`config.mk`:
```
export PLATFORM = sky130hd
export DESIGN_NAME = pmt_timer
export DESIGN_NICKNAME = d
export VERILOG_FILES = /design/src/core/pmt_pkg.sv /design/src/core/pmt_scale_if.sv /design/src/core/pmt_prescaler.sv /design/src/core/pmt_postscaler.sv /design/src/core/pmt_timer.sv
export SDC_FILE = /design/constraint.sdc
export NUM_CORES = 1
export LEC_CHECK = 0
export BUFFER_PORTS_ARGS = -buffer_cell sky130_fd_sc_hd__clkbuf_2
export CORE_MARGIN = 2
export CORE_UTILIZATION = 45
export DETAILED_ROUTE_END_ITERATION = 7
export PLACE_DENSITY = 0.71
export SYNTH_ARGS = -nofsm -noshare
export SYNTH_HDL_FRONTEND = slang
export SYNTH_HIERARCHICAL = 1
export SYNTH_SLANG_ARGS = --single-unit
```
`constraint.sdc`:
```
create_clock -name clk -period 3.22 [get_ports clk]
set_input_delay 0.483 -clock clk [delete_from_list [all_inputs] [get_ports clk]]
set_output_delay 0.483 -clock clk [all_outputs]
set_load 0.05 [all_outputs]
```
`src/core/pmt_pkg.sv`:
```
// Constants, register map and helpers for the period match timer
//
// Overview of operation
// Count climbs to period, then wraps to zero
// Period is read/write, resets to all ones
// Prescale select: 00 /1, 01 /4, 1x /16
// Postscaler ratio select+1 sets match flag
// Run bit enables counting; off stops timer
// Count or control write clears both scalers
// Control write leaves the count unchanged
// Count is read/write, resets to zero
// Control bit 7 unimplemented, reads zero
// Period match drives the PWM time base
// Serial port gets match before postscaler
// Flag sticky; request needs flag and enable
// All scaling runs on instruction clock ticks
package pmt_pkg;

   // ----------------------------------------------------------------
   // Bus and register map
   // ----------------------------------------------------------------
   localparam int PMT_ADDR_W = 12;
   localparam logic [11:0] PMT_OFF_COUNT = 12'h000;
   localparam logic [11:0] PMT_OFF_PERIOD = 12'h004;
   localparam logic [11:0] PMT_OFF_CONTROL = 12'h008;
   localparam logic [11:0] PMT_OFF_STATUS = 12'h00c;
   localparam logic [11:0] PMT_OFF_MASK = 12'h010;

   typedef enum logic [2:0] {
      PMT_REG_COUNT,
      PMT_REG_PERIOD,
      PMT_REG_CONTROL,
      PMT_REG_STATUS,
      PMT_REG_MASK,
      PMT_REG_NONE
   } pmt_reg_e;

   // ----------------------------------------------------------------
   // Field positions and reset values
   // ----------------------------------------------------------------
   localparam int PMT_CTL_PRE_LSB = 0;
   localparam int PMT_CTL_RUN_BIT = 2;
   localparam int PMT_CTL_POST_LSB = 3;
   localparam int PMT_STAT_FLAG_BIT = 0;
   localparam int PMT_STAT_RUN_BIT = 1;
   localparam logic [7:0] PMT_COUNT_RST = 8'h00;
   localparam logic [7:0] PMT_PERIOD_RST = 8'hff;
   localparam logic [6:0] PMT_CTRL_RST = 7'h00;

   // ----------------------------------------------------------------
   // Timing: instruction clock is the core clock divided by four
   // ----------------------------------------------------------------
   localparam logic [1:0] PMT_PHASE_LAST = 2'h3;
   localparam logic [3:0] PMT_PRE_LAST_1 = 4'h0;
   localparam logic [3:0] PMT_PRE_LAST_4 = 4'h3;
   localparam logic [3:0] PMT_PRE_LAST_16 = 4'hf;

   function automatic logic [3:0] pmt_pre_last(input logic [1:0] sel);
      logic [3:0] r;
      r = PMT_PRE_LAST_16;
      if (sel == 2'h0) begin
         r = PMT_PRE_LAST_1;
      end else if (sel == 2'h1) begin
         r = PMT_PRE_LAST_4;
      end
      return r;
   endfunction : pmt_pre_last

   function automatic pmt_reg_e pmt_decode(input logic [11:0] a);
      pmt_reg_e r;
      unique case (a)
         PMT_OFF_COUNT: r = PMT_REG_COUNT;
         PMT_OFF_PERIOD: r = PMT_REG_PERIOD;
         PMT_OFF_CONTROL: r = PMT_REG_CONTROL;
         PMT_OFF_STATUS: r = PMT_REG_STATUS;
         PMT_OFF_MASK: r = PMT_REG_MASK;
         default: r = PMT_REG_NONE;
      endcase
      return r;
   endfunction : pmt_decode

endpackage : pmt_pkg

```
`src/core/pmt_scale_if.sv`:
```
// Interface between the timer core and its pre/post scalers
`timescale 1ns/10ps
interface pmt_scale_if;
   logic clr;
   logic run;
   logic [1:0] pre_sel;
   logic [3:0] post_sel;
   logic tick;
   logic match;
   logic post_evt;
   modport ctl(output clr, output run, output pre_sel, output post_sel, output match,
               input tick, input post_evt);
   modport pre(input clr, input run, input pre_sel, output tick);
   modport post(input clr, input match, input post_sel, output post_evt);
endinterface : pmt_scale_if

```
`src/core/pmt_prescaler.sv`:
```
// Instruction clock divider and selectable prescaler
`timescale 1ns/10ps
module pmt_prescaler (
   input wire logic clk,
   input wire logic rst,
   pmt_scale_if.pre sc
);
   import pmt_pkg::*;

   typedef struct packed {
      logic [1:0] phase;
      logic [3:0] pcnt;
   } pmt_pre_s;

   pmt_pre_s s_q;
   pmt_pre_s s_d;
   logic last_phase;
   logic [3:0] lim;

   assign last_phase = (s_q.phase == PMT_PHASE_LAST);
   assign lim = pmt_pre_last(sc.pre_sel);
   // A clearing write also swallows a tick due in the same cycle
   assign sc.tick = sc.run && !sc.clr && last_phase && (s_q.pcnt >= lim); // see R3

   always_comb begin
      s_d = s_q;
      if (sc.clr) begin
         s_d = '0;
      end else if (sc.run) begin
         s_d.phase = s_q.phase + 2'h1;
         if (last_phase) begin
            s_d.pcnt = (s_q.pcnt >= lim) ? 4'h0 : s_q.pcnt + 4'h1;
         end
      end
   end

   always_ff @(posedge clk or posedge rst) begin
      if (rst) begin
         s_q <= '0;
      end else begin
         s_q <= s_d;
      end
   end
endmodule : pmt_prescaler

```
`src/core/pmt_postscaler.sv`:
```
// Match postscaler producing the flag event
`timescale 1ns/10ps
module pmt_postscaler (
   input wire logic clk,
   input wire logic rst,
   pmt_scale_if.post sc
);
   import pmt_pkg::*;

   typedef struct packed {
      logic [3:0] cnt;
   } pmt_post_s;

   pmt_post_s s_q;
   pmt_post_s s_d;

   // Compare with >= so a ratio lowered mid-run cannot stall past wrap
   assign sc.post_evt = sc.match && !sc.clr && (s_q.cnt >= sc.post_sel);

   always_comb begin
      s_d = s_q;
      if (sc.clr) begin
         s_d.cnt = 4'h0;
      end else if (sc.match) begin
         s_d.cnt = sc.post_evt ? 4'h0 : s_q.cnt + 4'h1;
      end
   end

   always_ff @(posedge clk or posedge rst) begin
      if (rst) begin
         s_q <= '0;
      end else begin
         s_q <= s_d;
      end
   end
endmodule : pmt_postscaler

```
`src/core/pmt_timer.sv`:
```
// Period match timer top: AHB-Lite registers, count, compare, interrupt
//
// Decided for this implementation: the address map and register access over AHB-Lite.
`timescale 1ns/10ps
module pmt_timer #(
   parameter int ADDR_W = pmt_pkg::PMT_ADDR_W
) (
   input wire logic clk,
   input wire logic rst,
   input wire logic hsel,
   input wire logic [ADDR_W-1:0] haddr,
   input wire logic [1:0] htrans,
   input wire logic hwrite,
   input wire logic [2:0] hsize,
   input wire logic [31:0] hwdata,
   input wire logic hready,
   output logic hreadyout,
   output logic hresp,
   output logic [31:0] hrdata,
   output logic irq,
   output logic pwm_timebase,
   output logic ssp_shift_tick
);
   import pmt_pkg::*;

   // ----------------------------------------------------------------
   // State
   // ----------------------------------------------------------------
   typedef struct packed {
      logic [7:0] count;
      logic [7:0] period;
      logic [6:0] ctrl;
      logic flag;
      logic mask;
      logic dp_valid;
      logic dp_write;
      pmt_reg_e dp_reg;
      logic [31:0] rdata;
      logic match;
   } pmt_main_s;

   pmt_main_s s_q;
   pmt_main_s s_d;

   pmt_scale_if sc ();

   logic addr_take;
   pmt_reg_e addr_reg;
   logic wr_count;
   logic wr_period;
   logic wr_ctrl;
   logic wr_status;
   logic wr_mask;
   logic at_period;
   logic wrap;

   // ----------------------------------------------------------------
   // Scalers
   // ----------------------------------------------------------------
   pmt_prescaler u_pre (
      .clk(clk),
      .rst(rst),
      .sc(sc.pre)
   );

   pmt_postscaler u_post (
      .clk(clk),
      .rst(rst),
      .sc(sc.post)
   );

   // ----------------------------------------------------------------
   // Bus decode
   // ----------------------------------------------------------------
   // Zero wait states: every transfer finishes in its first data cycle
   assign hreadyout = 1'b1;
   assign hresp = 1'b0;
   assign hrdata = s_q.rdata;

   // Only whole words are expected; hsize is accepted but not checked
   assign addr_take = hsel && htrans[1] && hready;
   assign addr_reg = pmt_decode(haddr[11:0]);

   assign wr_count = s_q.dp_valid && s_q.dp_write && (s_q.dp_reg == PMT_REG_COUNT);
   assign wr_period = s_q.dp_valid && s_q.dp_write && (s_q.dp_reg == PMT_REG_PERIOD);
   assign wr_ctrl = s_q.dp_valid && s_q.dp_write && (s_q.dp_reg == PMT_REG_CONTROL);
   assign wr_status = s_q.dp_valid && s_q.dp_write && (s_q.dp_reg == PMT_REG_STATUS);
   assign wr_mask = s_q.dp_valid && s_q.dp_write && (s_q.dp_reg == PMT_REG_MASK);

   // ----------------------------------------------------------------
   // Scaler control
   // ----------------------------------------------------------------
   assign sc.clr = wr_count || wr_ctrl;
   assign sc.run = s_q.ctrl[PMT_CTL_RUN_BIT];
   assign sc.pre_sel = s_q.ctrl[PMT_CTL_PRE_LSB +: 2];
   assign sc.post_sel = s_q.ctrl[PMT_CTL_POST_LSB +: 4];

   // Compare is evaluated only on a prescaled tick; a count write wins
   assign at_period = (s_q.count == s_q.period);
   assign wrap = sc.tick && !wr_count && at_period; // see R1
   assign sc.match = wrap;

   // ----------------------------------------------------------------
   // Outputs
   // ----------------------------------------------------------------
   assign pwm_timebase = s_q.match;
   assign ssp_shift_tick = s_q.match;
   assign irq = s_q.flag && s_q.mask;

   // ----------------------------------------------------------------
   // Next state
   // ----------------------------------------------------------------
   always_comb begin
      s_d = s_q;
      s_d.match = wrap;

      // Counter; writes take precedence over a tick in the same cycle
      if (wr_count) begin
         s_d.count = hwdata[7:0];
      end else if (sc.tick) begin
         s_d.count = at_period ? PMT_COUNT_RST : s_q.count + 8'h01;
      end

      if (wr_period) begin
         s_d.period = hwdata[7:0];
      end

      // Bit 7 is not stored, so it always reads back as zero
      if (wr_ctrl) begin
         s_d.ctrl = hwdata[6:0]; // see R7
      end

      if (wr_mask) begin
         s_d.mask = hwdata[PMT_STAT_FLAG_BIT];
      end

      // Hardware set beats a simultaneous write-one clear
      if (wr_status && hwdata[PMT_STAT_FLAG_BIT]) begin
         s_d.flag = 1'b0;
      end
      if (sc.post_evt) begin
         s_d.flag = 1'b1; // see R4
      end

      // Address phase capture
      s_d.dp_valid = addr_take;
      s_d.dp_write = addr_take && hwrite;
      s_d.dp_reg = addr_take ? addr_reg : PMT_REG_NONE;

      // Read data is taken from next values so a write just before is seen
      if (addr_take && !hwrite) begin
         unique case (addr_reg)
            PMT_REG_COUNT: s_d.rdata = {24'h00_0000, s_d.count};
            PMT_REG_PERIOD: s_d.rdata = {24'h00_0000, s_d.period};
            PMT_REG_CONTROL: s_d.rdata = {24'h00_0000, 1'b0, s_d.ctrl};
            PMT_REG_STATUS: s_d.rdata = {30'h0000_0000, s_d.ctrl[PMT_CTL_RUN_BIT], s_d.flag};
            PMT_REG_MASK: s_d.rdata = {31'h0000_0000, s_d.mask};
            default: s_d.rdata = 32'h0000_0000;
         endcase
      end else begin
         s_d.rdata = 32'h0000_0000;
      end
   end

   always_ff @(posedge clk or posedge rst) begin
      if (rst) begin
         s_q.count <= PMT_COUNT_RST;
         s_q.period <= PMT_PERIOD_RST;
         s_q.ctrl <= PMT_CTRL_RST;
         s_q.flag <= 1'b0;
         s_q.mask <= 1'b0;
         s_q.dp_valid <= 1'b0;
         s_q.dp_write <= 1'b0;
         s_q.dp_reg <= PMT_REG_NONE;
         s_q.rdata <= 32'h0000_0000;
         s_q.match <= 1'b0;
      end else begin
         s_q <= s_d;
      end
   end
endmodule : pmt_timer

```
==> reports/qor.txt <==
Top Family by Delay on Critical Path: simple AND/OR/NAND/NOR gates
I/O Buffers: 36
first-pass GRT wire length: 11,100 um
Residual DRC: 0
Fin. Hold Viols: 0
Setup-failing EPs final: 0
ys async rst share: 1.00
Slew Limit Headroom: 0.277
initial antenna violation count: 0
Initial Util: 0.461
Yosys top cell area share: 0.313
commonest non-fill, non-tap cell in the layout: dfrtp_1
CTS buffer count: 5
fin crit share: 0.945
Leak: 0.00154 uW
Core Area: 6760 sq um
Worst EP required: 3.42 ns
CP Max Fanout: 9
Rows: 30
commonest cells after routing, fill and taps aside: dfrtp_1, clkbuf_2, nand2_1
Crit path largest cell delay: 0.48 ns
HP Class: in -> reg
critical-path cell list: or2_2, ha_1, nand2b_1, a2111oi_2, nor4_2, and4_4, and3_4, or4_1, a311oi_1
WL/cell: 15.3 um
vias after detailed routing: 2,452
clk sinks: 49
RSZ-0062 raised after global routing: no
sequential fraction of the synthesis area: 0.398
Detailed Route Iter0 Violations: 241
count of cell types in the netlist: 58
Clock Skews: 0.0123 ns
DR vias/cell: 5.52
root buf cell: clkbuf_8
# H-tree levels: 2
final WL: 6800 um
pin count of the biggest net entering global routing: 39
Synth Register Bits: 49
status: completed
Mapped Cells: 334
worst vdd ir: 0.207 mV
r2r startpoint: s_q[41]
Vert. Die Dim: 87.2 um
CP bufs+invs: 0
die area: 7600 sq um
number of flops mapped to enable cells by yosys: 0
crit path launch type: register
Crit path depth: 9
highest clock rate: 329 MHz
GP Congestion: 0.875
worst slew pin tran: 1.08 ns
reg-to-reg slack, setup: 0.18 ns
ranking of synthesized cells by area: dfrtp_1, buf_4, dfstp_2
Final Max Slew Viols: 0
post-synthesis cell type with the largest combined area: dfrtp_1
antenna-violating nets left: 0
Cell Area, Synth: 3120 sq um
Antenna diodes: 0
Power Density: 482 nW/um^2
post-layout util: 0.493
nets: 429
die extent in x: 87.2 um
Mean Syn Cell Area: 9.33 sq um
Clock transition at path regs: 0.09 ns
GRT Total Usage: 0.188
YS warnings: 6
Critical path origin: s_q[41]
CTS tree: done
DP Wirelength: 4940 um
hold slack final: 0.413 ns
vias in the first global route: 2,320
GRT overflow: 0
Critical-path top delay cell: or4_1
Synth-to-Final Area Change: 6.87%
router iterations before antenna repair: 4
num ports: 91
kind of critical path: reg -> reg
fraction of layout cells with a size suffix above 1: 0.231
CP Capture Point: hrdata[6]
Synth Flop Type: dfrtp_1
R2R cell count: 9
Clock Latency Late Sink: 0.31 ns
Clock Tree Buf Depth: 2
Worst Path Arrival: 3.24 ns
MaxCap Viol Count: 0
Setup crit end kind: register
Final Critical Period: 3.04 ns
worst r2r dst: hrdata[6]
==> cells in the mapped netlist, types with 3 or more instances <==
master and n:
a21oi_1 16, a22oi_1 3, a31oi_1 5, buf_4 37, dfrtp_1 39, dfstp_2 10, ha_1 12, inv_1 16
mux2_2 14, nand2_1 32, nand2b_1 5, nand3_1 12, nand4_1 5, nor2_1 21, nor3_1 9, o2111ai_1 7
o211ai_1 3, o21ai_0 17, o31ai_1 4, or4_1 4, xnor2_1 8, xor2_1 8
==> worst min path at each step <==
stage / startpoint / endpoint / slack [ns] / cells after the start
2_1_floorplan: rst / u_post/s_q[0] / 0.25 / 1
3_3_place_gp: rst / pwm_timebase / 0.34 / 2
3_5_place_dp: rst / pwm_timebase / 0.34 / 2
4_1_cts: rst / pwm_timebase / 0.005 / 2
5_1_grt: haddr[4] / s_q[33] / 0.40 / 2
6_report: hwrite / s_q[36] / 0.41 / 2
==> layout make-up <==
cell class,count,area (sq um)
Tap cell,80,100
Clock inverter,3,22.5
Clock buffer,5,68.8
Timing Repair Buffer,44,243
Inverter,17,63.8
Fill cell,627,3430
Sequential cell,49,1240
Multi-Input combinational cell,246,1590
==> stage by stage <==
step	std cells	instance area (sq um)	total power [uW]	setup WS [ns]	setup TNS, ns
2_1_floorplan	358	3210	1140	0.128	0
3_3_place_gp	435	3210	1220	0.0601	0
3_5_place_dp	435	3210	1230	-0.0747	-0.0747
4_1_cts	443	3310	1610	0.149	0
5_1_grt	444	3330	1700	0.0485	0
6_report	444	3330	1610	0.178	0
==> logic make-up after synthesis <==
family | Yosys count | share of synthesized area
other | 2 | 0.00241
adders and majority gates | 12 | 0.0482
muxes | 15 | 0.0538
xor gates and xnor gates | 16 | 0.0450
DFF | 49 | 0.398
and+or+nand+nor | 107 | 0.177
AOI/OAI and AO/OA | 70 | 0.149
buffers and inverters | 63 | 0.127
==> layer usage <==
metal	routed length, um	GRT usage	vias to the layer above
met4	106	0.0685	0
met2	3280	0.296	95
li1	-	-	1183
met5	0	0	-
met3	384	0.0294	7
met1	3030	0.261	1167
==> registers in the layout, summed over array words and instances, names as in the netlist <==
name	flops
s_q	30
pwm_timebase	1
u_pre/s_q	6
hrdata	8
u_post/s_q	4
==> what timing repair did <==
action,4_1_cts,5_1_grt
hold endpoints to repair,0,1
gates resized for setup,1,2
setup buffers,0,0
hold buffers,0,1
setup endpoints to repair,1,1
==> power by group <==
| part | switching [uW] | leakage [uW] | internal [uW] |
|---|---|---|---|
| Clock | 214 | 0.0000481 | 154 |
| Sequential | 103 | 0.000584 | 689 |
| Combinational | 271 | 0.000907 | 174 |
Note: power is estimated with default switching activity, not from simulation.
